--- src/pkg/tgm_pkg.sv ---
/*
 Constants, types and register map for the timing chip GPIO function mux.
 Assumes a single 50 MHz system clock and an AXI4-Lite register master.
*/
package tgm_pkg;
    localparam int NPIN   = 16;
    localparam int NSRC   = 4;
    localparam int NOUT   = 8;
    localparam int NSTAGE = 4;

    typedef enum logic [3:0] {
        TGM_M_IN     = 4'h0,
        TGM_M_OUT    = 4'h1,
        TGM_M_LOS    = 4'h2,
        TGM_M_LOCK   = 4'h3,
        TGM_M_LOCKS  = 4'h4,
        TGM_M_HOLD   = 4'h5,
        TGM_M_HOLDS  = 4'h6,
        TGM_M_ALERT  = 4'h7,
        TGM_M_ODIS   = 4'h8,
        TGM_M_SECLK  = 4'h9,
        TGM_M_MSEL   = 4'hA,
        TGM_M_STUP   = 4'hB,
        TGM_M_STDN   = 4'hC,
        TGM_M_DISQ   = 4'hD
    } tgm_mode_t;

    // Per-pin config word layout
    localparam int CF_MODE_LSB = 0;
    localparam int CF_SRC_LSB  = 4;
    localparam int CF_INV      = 6;
    localparam int CF_EN       = 7;
    localparam int CF_OD       = 8;
    localparam int CF_PULLDN   = 9;
    localparam int CF_OUTLVL   = 10;
    localparam int CF_MASK_LSB = 16;
    localparam logic [31:0] CF_RESET = 32'h0000_0080;

    // Register byte addresses
    localparam logic [11:0] A_PIN_BASE   = 12'h000;
    localparam logic [11:0] A_PIN_LEVEL  = 12'h040;
    localparam logic [11:0] A_SUPPLY     = 12'h044;
    localparam logic [11:0] A_STICKY     = 12'h048;
    localparam logic [11:0] A_ALERT_EN   = 12'h04C;
    localparam logic [11:0] A_SE_FULL    = 12'h050;
    localparam logic [11:0] A_SE_REFUSE  = 12'h054;
    localparam logic [11:0] A_SYS_STAT   = 12'h058;
    localparam logic [1:0]  SUPPLY_RESET = 2'h3;
    localparam logic [1:0]  RESP_OKAY    = 2'h0;
    localparam logic [1:0]  RESP_SLVERR  = 2'h2;

    typedef struct packed {
        logic [NSRC-1:0] sig_absent;
        logic [NSRC-1:0] locked;
        logic [NSRC-1:0] holdover;
    } tgm_status_t;

    typedef struct packed {
        logic [NOUT-1:0]  out_disable;
        logic [NSRC-1:0]  sel_high_prio;
        logic [NSRC-1:0]  step_up;
        logic [NSRC-1:0]  step_down;
        logic [NSRC-1:0]  disqualify;
        logic [NSTAGE-1:0] se_clk_route;
    } tgm_ctrl_t;
endpackage

--- src/verilog/tgm_gpio.sv ---
/*
 Sixteen-pin multi-function GPIO mux with AXI4-Lite register slave.
 Assumes alarm sources and reset-done arrive on the system clock; pins are async.
*/
// Local design decisions: the AXI4-Lite interface to the registers and the register offsets.
`timescale 1ns/1ps
module tgm_gpio
    import tgm_pkg::*;
(
    input  wire logic                     i_mclk,
    input  wire logic                     i_rst_n,
    input  wire logic                     i_reset_done,
    input  wire tgm_pkg::tgm_status_t     i_status,
    input  wire logic [tgm_pkg::NPIN-1:0] i_pin,
    output logic      [tgm_pkg::NPIN-1:0] o_pin,
    output logic      [tgm_pkg::NPIN-1:0] o_pin_oe,
    output logic      [tgm_pkg::NPIN-1:0] o_pull_en,
    output logic      [tgm_pkg::NPIN-1:0] o_pull_down,
    output logic      [1:0]               o_supply_sel,
    output tgm_pkg::tgm_ctrl_t            o_ctrl,
    input  wire logic                     i_awvalid,
    output logic                          o_awready,
    input  wire logic [11:0]              i_awaddr,
    input  wire logic                     i_wvalid,
    output logic                          o_wready,
    input  wire logic [31:0]              i_wdata,
    input  wire logic [3:0]               i_wstrb,
    output logic                          o_bvalid,
    input  wire logic                     i_bready,
    output logic      [1:0]               o_bresp,
    input  wire logic                     i_arvalid,
    output logic                          o_arready,
    input  wire logic [11:0]              i_araddr,
    output logic                          o_rvalid,
    input  wire logic                     i_rready,
    output logic      [31:0]              o_rdata,
    output logic      [1:0]               o_rresp
);
    import tgm_pkg::*;

    logic [31:0]          cfg_q [NPIN];
    logic [1:0]           supply_q;
    logic [NSRC*2-1:0]    sticky_q;
    logic [NSRC*2-1:0]    alert_en_q;
    logic [NSTAGE-1:0]    se_full_q;
    logic [NSTAGE-1:0]    se_refuse_q;
    logic [NPIN-1:0]      pin_level_q;
    logic [NSRC-1:0]      lock_prev_q;
    logic [NSRC-1:0]      hold_prev_q;
    logic                 run_q;
    logic [NPIN-1:0]      pin_lvl;
    logic [NPIN-1:0]      pin_rise;
    logic                 aw_have_q;
    logic                 w_have_q;
    logic [11:0]          awaddr_q;
    logic [31:0]          wdata_q;
    logic [3:0]           wstrb_q;
    logic                 wr_fire;
    logic [NSRC*2-1:0]    sticky_set;
    logic [NSRC*2-1:0]    sticky_clr;
    logic                 alert_raw;
    logic [NPIN-1:0]      pin_d;
    logic [NPIN-1:0]      oe_d;
    tgm_ctrl_t            ctrl_d;
    logic [NSTAGE-1:0]    refuse_d;

    tgm_sync #(.W(NPIN)) u_sync (
        .i_mclk  (i_mclk),
        .i_rst_n (i_rst_n),
        .i_async (i_pin),
        .o_level (pin_lvl),
        .o_rise  (pin_rise)
    );

    function automatic logic [31:0] merge(input logic [31:0] old, input logic [31:0] nw,
                                          input logic [3:0] be);
        logic [31:0] r;
        r = old;
        for (int b = 0; b < 4; b++) begin
            if (be[b]) begin
                r[b*8 +: 8] = nw[b*8 +: 8];
            end
        end
        return r;
    endfunction

    function automatic tgm_mode_t pin_mode(input logic [31:0] c);
        return tgm_mode_t'(c[CF_MODE_LSB +: 4]);
    endfunction

    function automatic logic [1:0] pin_src(input logic [31:0] c);
        return c[CF_SRC_LSB +: 2];
    endfunction

    // Reset-sequence gate
    always_ff @(posedge i_mclk) begin
        if (!i_rst_n) begin
            run_q <= 1'b0;
        end else begin
            run_q <= i_reset_done;
        end
    end

    // Input level capture
    always_ff @(posedge i_mclk) begin
        if (!i_rst_n) begin
            pin_level_q <= '0;
        end else begin
            pin_level_q <= pin_lvl;
        end
    end

    // AXI write channel: address and data accepted in either order
    assign wr_fire = aw_have_q && w_have_q && !o_bvalid;

    always_ff @(posedge i_mclk) begin
        if (!i_rst_n) begin
            aw_have_q <= 1'b0;
            w_have_q  <= 1'b0;
            awaddr_q  <= '0;
            wdata_q   <= '0;
            wstrb_q   <= '0;
            o_awready <= 1'b0;
            o_wready  <= 1'b0;
            o_bvalid  <= 1'b0;
            o_bresp   <= RESP_OKAY;
        end else begin
            o_awready <= !aw_have_q && !o_awready && !o_bvalid;
            o_wready  <= !w_have_q && !o_wready && !o_bvalid;
            if (i_awvalid && o_awready) begin
                aw_have_q <= 1'b1;
                awaddr_q  <= i_awaddr;
                o_awready <= 1'b0;
            end
            if (i_wvalid && o_wready) begin
                w_have_q <= 1'b1;
                wdata_q  <= i_wdata;
                wstrb_q  <= i_wstrb;
                o_wready <= 1'b0;
            end
            if (wr_fire) begin
                aw_have_q <= 1'b0;
                w_have_q  <= 1'b0;
                o_bvalid  <= 1'b1;
                o_bresp   <= (awaddr_q < A_PIN_LEVEL || awaddr_q == A_SUPPLY ||
                              awaddr_q == A_STICKY || awaddr_q == A_ALERT_EN ||
                              awaddr_q == A_SE_FULL) ? RESP_OKAY : RESP_SLVERR;
            end else if (o_bvalid && i_bready) begin
                o_bvalid <= 1'b0;
            end
        end
    end

    // Per-pin configuration words
    always_ff @(posedge i_mclk) begin
        if (!i_rst_n) begin
            for (int p = 0; p < NPIN; p++) begin
                cfg_q[p] <= CF_RESET;
            end
        end else if (wr_fire && awaddr_q < A_PIN_LEVEL) begin
            cfg_q[awaddr_q[5:2]] <= merge(cfg_q[awaddr_q[5:2]], wdata_q, wstrb_q);
        end
    end

    // Global settings
    always_ff @(posedge i_mclk) begin
        if (!i_rst_n) begin
            supply_q   <= SUPPLY_RESET;
            alert_en_q <= '0;
            se_full_q  <= '0;
        end else if (wr_fire) begin
            if (awaddr_q == A_SUPPLY && wstrb_q[0]) begin
                supply_q <= wdata_q[1:0];
            end
            if (awaddr_q == A_ALERT_EN && wstrb_q[0]) begin
                alert_en_q <= wdata_q[NSRC*2-1:0];
            end
            if (awaddr_q == A_SE_FULL && wstrb_q[0]) begin
                se_full_q <= wdata_q[NSTAGE-1:0];
            end
        end
    end

    // Sticky bits: low half lock changes, high half holdover changes
    assign sticky_set = {i_status.holdover ^ hold_prev_q, i_status.locked ^ lock_prev_q};
    assign sticky_clr = (wr_fire && awaddr_q == A_STICKY && wstrb_q[0]) ?
                        wdata_q[NSRC*2-1:0] : '0;

    always_ff @(posedge i_mclk) begin
        if (!i_rst_n) begin
            // Track status in reset so release shows no false change
            sticky_q    <= '0;
            lock_prev_q <= i_status.locked;
            hold_prev_q <= i_status.holdover;
        end else begin
            lock_prev_q <= i_status.locked;
            hold_prev_q <= i_status.holdover;
            // Set wins over a same-cycle clear
            sticky_q <= (sticky_q & ~sticky_clr) | sticky_set;
        end
    end

    assign alert_raw = |(sticky_q & alert_en_q);

    // Pin function decode
    always_comb begin
        pin_d    = '0;
        oe_d     = '0;
        ctrl_d   = '0;
        refuse_d = '0;
        for (int p = 0; p < NPIN; p++) begin
            logic       drv;
            logic       val;
            logic [1:0] s;
            drv = 1'b1;
            val = 1'b0;
            s   = pin_src(cfg_q[p]);
            // Value from mode and source; OUT uses the pin's CF_OUTLVL, CF_INV acts in LOS, LOCKS, HOLDS, ALERT only
            case (pin_mode(cfg_q[p]))
                TGM_M_IN: begin
                    drv = 1'b0;
                end
                TGM_M_OUT: begin
                    val = cfg_q[p][CF_OUTLVL];
                end
                TGM_M_LOS: begin
                    val = i_status.sig_absent[s] ^ cfg_q[p][CF_INV];
                end
                TGM_M_LOCK: begin
                    val = ~i_status.locked[s];
                end
                TGM_M_LOCKS: begin
                    val = sticky_q[s] ^ cfg_q[p][CF_INV];
                end
                TGM_M_HOLD: begin
                    val = i_status.holdover[s];
                end
                TGM_M_HOLDS: begin
                    val = sticky_q[NSRC + s] ^ cfg_q[p][CF_INV];
                end
                TGM_M_ALERT: begin
                    val = alert_raw ^ cfg_q[p][CF_INV];
                end
                TGM_M_ODIS: begin
                    drv = 1'b0;
                    if (pin_lvl[p]) begin
                        ctrl_d.out_disable = ctrl_d.out_disable |
                                             cfg_q[p][CF_MASK_LSB +: NOUT];
                    end
                end
                TGM_M_SECLK: begin
                    drv = 1'b0;
                    // Stage index from pin; full stages are refused
                    if (se_full_q[p % NSTAGE]) begin
                        refuse_d[p % NSTAGE] = 1'b1;
                    end else begin
                        ctrl_d.se_clk_route[p % NSTAGE] = 1'b1;
                    end
                end
                TGM_M_MSEL: begin
                    drv = 1'b0;
                    ctrl_d.sel_high_prio[s] = pin_lvl[p];
                end
                TGM_M_STUP: begin
                    drv = 1'b0;
                    ctrl_d.step_up[s] = ctrl_d.step_up[s] | pin_rise[p];
                end
                TGM_M_STDN: begin
                    drv = 1'b0;
                    ctrl_d.step_down[s] = ctrl_d.step_down[s] | pin_rise[p];
                end
                TGM_M_DISQ: begin
                    drv = 1'b0;
                    ctrl_d.disqualify[s] = ctrl_d.disqualify[s] | pin_lvl[p];
                end
                default: begin
                    drv = 1'b0;
                end
            endcase
            if (!cfg_q[p][CF_EN]) begin
                drv = 1'b0;
            end
            // Open drain only pulls low
            pin_d[p] = cfg_q[p][CF_OD] ? 1'b0 : val;
            oe_d[p]  = drv && (!cfg_q[p][CF_OD] || !val);
        end
        if (!run_q) begin
            pin_d    = '0;
            oe_d     = '0;
            ctrl_d   = '0;
            refuse_d = '0;
        end
    end

    // Registered pin and control outputs
    always_ff @(posedge i_mclk) begin
        if (!i_rst_n) begin
            o_pin        <= '0;
            o_pin_oe     <= '0;
            o_ctrl       <= '0;
            se_refuse_q  <= '0;
            o_pull_en    <= '1;
            o_pull_down  <= '0;
            o_supply_sel <= SUPPLY_RESET;
        end else begin
            o_pin        <= pin_d;
            o_pin_oe     <= oe_d;
            o_ctrl       <= ctrl_d;
            se_refuse_q  <= refuse_d;
            o_supply_sel <= supply_q;
            for (int p = 0; p < NPIN; p++) begin
                o_pull_en[p]   <= cfg_q[p][CF_EN];
                o_pull_down[p] <= cfg_q[p][CF_PULLDN];
            end
        end
    end

    // AXI read channel
    always_ff @(posedge i_mclk) begin
        if (!i_rst_n) begin
            o_arready <= 1'b0;
            o_rvalid  <= 1'b0;
            o_rdata   <= '0;
            o_rresp   <= RESP_OKAY;
        end else begin
            o_arready <= !o_rvalid && !o_arready;
            if (i_arvalid && o_arready) begin
                o_arready <= 1'b0;
                o_rvalid  <= 1'b1;
                o_rresp   <= RESP_OKAY;
                o_rdata   <= '0;
                if (i_araddr < A_PIN_LEVEL) begin
                    o_rdata <= cfg_q[i_araddr[5:2]];
                end else begin
                    case (i_araddr)
                        A_PIN_LEVEL: o_rdata <= {16'h0000, pin_level_q};
                        A_SUPPLY:    o_rdata <= {30'h0, supply_q};
                        A_STICKY:    o_rdata <= {24'h0, sticky_q};
                        A_ALERT_EN:  o_rdata <= {24'h0, alert_en_q};
                        A_SE_FULL:   o_rdata <= {28'h0, se_full_q};
                        A_SE_REFUSE: o_rdata <= {28'h0, se_refuse_q};
                        A_SYS_STAT:  o_rdata <= {31'h0, run_q};
                        default:     o_rresp <= RESP_SLVERR;
                    endcase
                end
            end else if (o_rvalid && i_rready) begin
                o_rvalid <= 1'b0;
            end
        end
    end
endmodule // tgm_gpio

--- src/verilog/tgm_sync.sv ---
/*
 Two-flop synchroniser with rising edge detect behind the second flop.
 Assumes asynchronous pin levels and one system clock.
*/
`timescale 1ns/1ps
module tgm_sync #(
    parameter int W = 16
) (
    input  wire logic         i_mclk,
    input  wire logic         i_rst_n,
    input  wire logic [W-1:0] i_async,
    output logic      [W-1:0] o_level,
    output logic      [W-1:0] o_rise
);
    logic [W-1:0] meta_q;
    logic [W-1:0] sync_q;
    logic [W-1:0] prev_q;

    always_ff @(posedge i_mclk) begin
        if (!i_rst_n) begin
            meta_q <= '0;
            sync_q <= '0;
            prev_q <= '0;
        end else begin
            meta_q <= i_async;
            sync_q <= meta_q;
            prev_q <= sync_q;
        end
    end

    assign o_level = sync_q;
    assign o_rise  = sync_q & ~prev_q;
endmodule // tgm_sync
--- config.mk ---
export PLATFORM = sky130hd
export DESIGN_NAME = tgm_gpio
export DESIGN_NICKNAME = d
export VERILOG_FILES = /design/src/pkg/tgm_pkg.sv /design/src/verilog/tgm_gpio.sv /design/src/verilog/tgm_sync.sv
export SDC_FILE = /design/constraint.sdc
export NUM_CORES = 2
export LEC_CHECK = 0
export BUFFER_PORTS_ARGS = -buffer_cell sky130_fd_sc_hd__buf_4
export CORE_MARGIN = 8
export CORE_UTILIZATION = 25
export CTS_BUF_LIST = sky130_fd_sc_hd__clkbuf_16
export CTS_CLUSTER_SIZE = 24
export DETAILED_ROUTE_END_ITERATION = 6
export HOLD_SLACK_MARGIN = 0.12
export PLACE_DENSITY = 0.47
export SETUP_SLACK_MARGIN = 0.5
export SYNTH_ARGS = -nofsm -noshare
export SYNTH_HDL_FRONTEND = slang
export SYNTH_SLANG_ARGS = --single-unit
--- constraint.sdc ---
create_clock -name i_mclk -period 4.45 [get_ports i_mclk]
set_input_delay 1.1125 -clock i_mclk [delete_from_list [all_inputs] [get_ports i_mclk]]
set_output_delay 1.1125 -clock i_mclk [all_outputs]
set_load 0.05 [all_outputs]
==> reports/metrics.yaml <==
critical_path:
  worstSetupPathType: "reg2reg"
  critPathCaptureType: "register"
  crit_fanout: 12
  required_ps: 5030
  startpoint_type: "register"
  arrival_ps: 4390
synth:
  mappedNetlistArea_mm2: 0.04105
  yosysTopAreaCell: "edfxtp_1"
  seq_area_frac_synth: 0.5043
  async_flop_share: 0
  ys_types: 87
  syn_inst: 3635
  yosysMostFrequentCell: "and2_1"
  synth-edff-count: 512
  yosys-top-cells-count: "567 x and2_1, 512 x edfxtp_1, 292 x nand2_1"
  ys_ff_latch: 778
  yosysTopAreaCellShare: 0.3746
  synth_flop_cell: "edfxtp_1"
  ys_warn_count: 0
  synth_area_leaders: "edfxtp_1 37%, mux4_2 13%, dfxtp_1 13%"
  avgSynthCellArea_um2: 11.29
place:
  port_buffers: 228
  place_ws_ps: 548.8
  placed_cells: 5941
  gp_congestion: 0.9322
  place_hpwl_mm: 130.8
die:
  core.rowCount: 148
  num_io_pins: 231
  die_x_um: 421.2
  core_mm2: 0.1630
  die-area_mm2: 0.1774
  initial_utilization: 0.2519
  chipHeight_um: 421.2
route:
  viasPerCell: 5.234
  wl_per_cell_um: 28.99
  wl_mm: 177.8
  drt_iter0_markers: 3625
  antenna_left: 0
  vias: 32106
  firstDrtPassIters: 6
  drc: 0
pwr:
  peakVddDrop_v: 0.0002834
  p_clk_frac: 0.436
  p_sw_frac: 0.2607
  p_switching_w: 0.004553
  power.internal_w: 0.01291
  p_total_w: 0.01747
  power.leakage_nw: 17.29
  combPwrFrac: 0.095
  p_per_area_mw_per_mm2: 355.3
  seqPwrFrac: 0.469
sta:
  fin_skew_ps: 32.07
  tns_ps: 0
  hold_viol: 0
  timing.final.ws_setup_ps: 633.0
  tightest_slew_ps: 1168
  relSlewSlack: 0.2134
  rsz0062_at_grt: "no"
  fin_crit_sh: 0.8578
  layout_min_cycle_time_ps: 3817
  finalMaxSlewViolations: 0
  setup_violations: 0
  max_freq_mhz: 262.0
cells_and_area:
  final_cells: 6134
  areaGrowthSynthToFinish_pct: 19.77
  fin_nets: 3974
  drive_gt1_frac: 0.2151
  fillers: 16728
  multiInputGateArea_mm2: 0.01922
  final-seq-area_mm2: 0.02070
worst_hold_path:
  holdCritPathClass: "reg2reg"
clock_network:
  cts_tree: "done"
  cts_sinks: 778
  cts_root_buf: "clkbuf_16"
  clk_pin_slew_worst_paths_ps: 60
  cts_hold_buf: 0
  clockBufferDepth: 3
  numCtsBuffers: 92
  clkLatencyLatePin_ps: 730
  cts.htree.levels: 3
grt:
  antenna_found_initial: 5
  grt_max_degree: 195
  overflow: 0
  grt_pass1_vias: 31552
  grt_pass1_wl_mm: 248.5
  grt.total_usage: 0.1916
run:
  timing.max_cap.violations: 0
status:
  status: "finished clean"
[stage by stage]
step / util / cell area (µm²) / hold slack [ps]
floorplan: - / 41050 / 411.9
finish: 0.3017 / 49160 / 428.2
detailed placement: 0.2819 / 45940 / 420.6
global placement: 0.2819 / 45940 / 423.8
global route: 0.3016 / 49150 / 442.7
CTS: 0.3005 / 48960 / 428.6
[critical path, cell delays in order (launching register included)]
cell and delay [ps]:
edfxtp_1 620, or4b_1 280, nor3_1 70, nor3_1 550, or4b_1 540, a41o_1 310, a2111o_1 480, nor3_4 240
o22ai_1 130, a221oi_2 330, o32ai_1 140
[power groups by stage]
stage	combinational [W]	clock, W	sequential [W]
final	0.00166	0.00761	0.00819
after global routing	0.00174	0.00807	0.00822
after CTS	0.00164	0.00782	0.00819
after detailed placement	0.00164	0	0.00834
after global placement	0.00164	0	0.00834
after floorplan	0.000951	0	0.00822
[final timing paths]
path                                             startpoint                      endpoint  slack, ps  cells after the start
worst max-delay path              cfg_q[3][1]$_SDFFCE_PN0P_          o_ctrl[9]$_SDFF_PN0_        630                     10
worst min-delay path            u_sync.meta_q[2]$_SDFF_PN0_  u_sync.o_level[2]$_SDFF_PN0_        430                      1
worst max register to register    cfg_q[3][1]$_SDFFCE_PN0P_          o_ctrl[9]$_SDFF_PN0_        630                     10
worst min register to register  u_sync.meta_q[2]$_SDFF_PN0_  u_sync.o_level[2]$_SDFF_PN0_        430                      1
[repair_timing]
action,in CTS,in global routing
gates resized for setup,0,8
endpoints found under the setup margin,0,2
setup buffers,0,18
[sequential cells by signal, indices dropped and copies added (netlist names), 12 cells and up]
name	cells
wdata_q	32
o_ctrl	28
o_pin_oe	16
u_sync.prev_q	16
u_sync.o_level	16
o_pull_en	16
o_pull_down	16
cfg_q	512
o_pin	16
u_sync.meta_q	16
o_rdata	32
awaddr_q	12
[per-layer routing]
| layer | GRT usage | part of all wire |
|---|---|---|
| met1 | 0.2441 | 0.40 |
| met2 | 0.3072 | 0.46 |
| met3 | 0.03284 | 0.071 |
| met4 | 0.1094 | 0.067 |
| met5 | 0 | 0.00015 |
[placed cells by master, fill, tap and decap left out, types with 20 or more instances in the layout]
master / Yosys / layout
nor2_1: 232 / 232
o32ai_1: 21 / 21
nor2b_1: 78 / 78
a31oi_1: 37 / 37
dfxtp_1: 266 / 264
o21ai_0: 140 / 138
mux4_2: 238 / 238
nand3_1: 50 / 50
nand2b_1: 75 / 75
or3_1: 27 / 27
a22o_1: 27 / 27
nor4b_1: 21 / 20
o22ai_1: 39 / 39
edfxtp_1: 512 / 512
a21oi_1: 86 / 86
buf_4: 2 / 428
nand2_1: 292 / 290
and2_1: 567 / 567
clkbuf_16: 0 / 98
nor3_1: 95 / 93
nor3b_1: 22 / 22
nand4_1: 24 / 24
a21boi_0: 73 / 73
mux2i_1: 49 / 49
a22oi_1: 42 / 42
and3_1: 31 / 31
inv_1: 31 / 52
a221oi_1: 41 / 41
[cell families after synthesis]
family,synth area share
adder cells (fa/ha/maj),0.001463
multiplexers,0.1442
AND/OR/NAND/NOR,0.2142
other,0.00009136
XOR/XNOR,0.006615
flip-flops,0.5043
buffers and inverters,0.02990
AO/OA/AOI/OAI,0.09925
[cell type report]
| class | instances | area share |
|---|---|---|
| clock inverter | 74 | 0.01150 |
| timing repair buffer | 437 | 0.06862 |
| inverter | 31 | 0.002367 |
| sequential | 778 | 0.4211 |
| clock buffer | 98 | 0.04989 |
| tap | 2175 | 0.05536 |
| multi-input combinational | 2538 | 0.3910 |
| antenna | 3 | 0.0001527 |
Power figures use the tool's default switching activity.
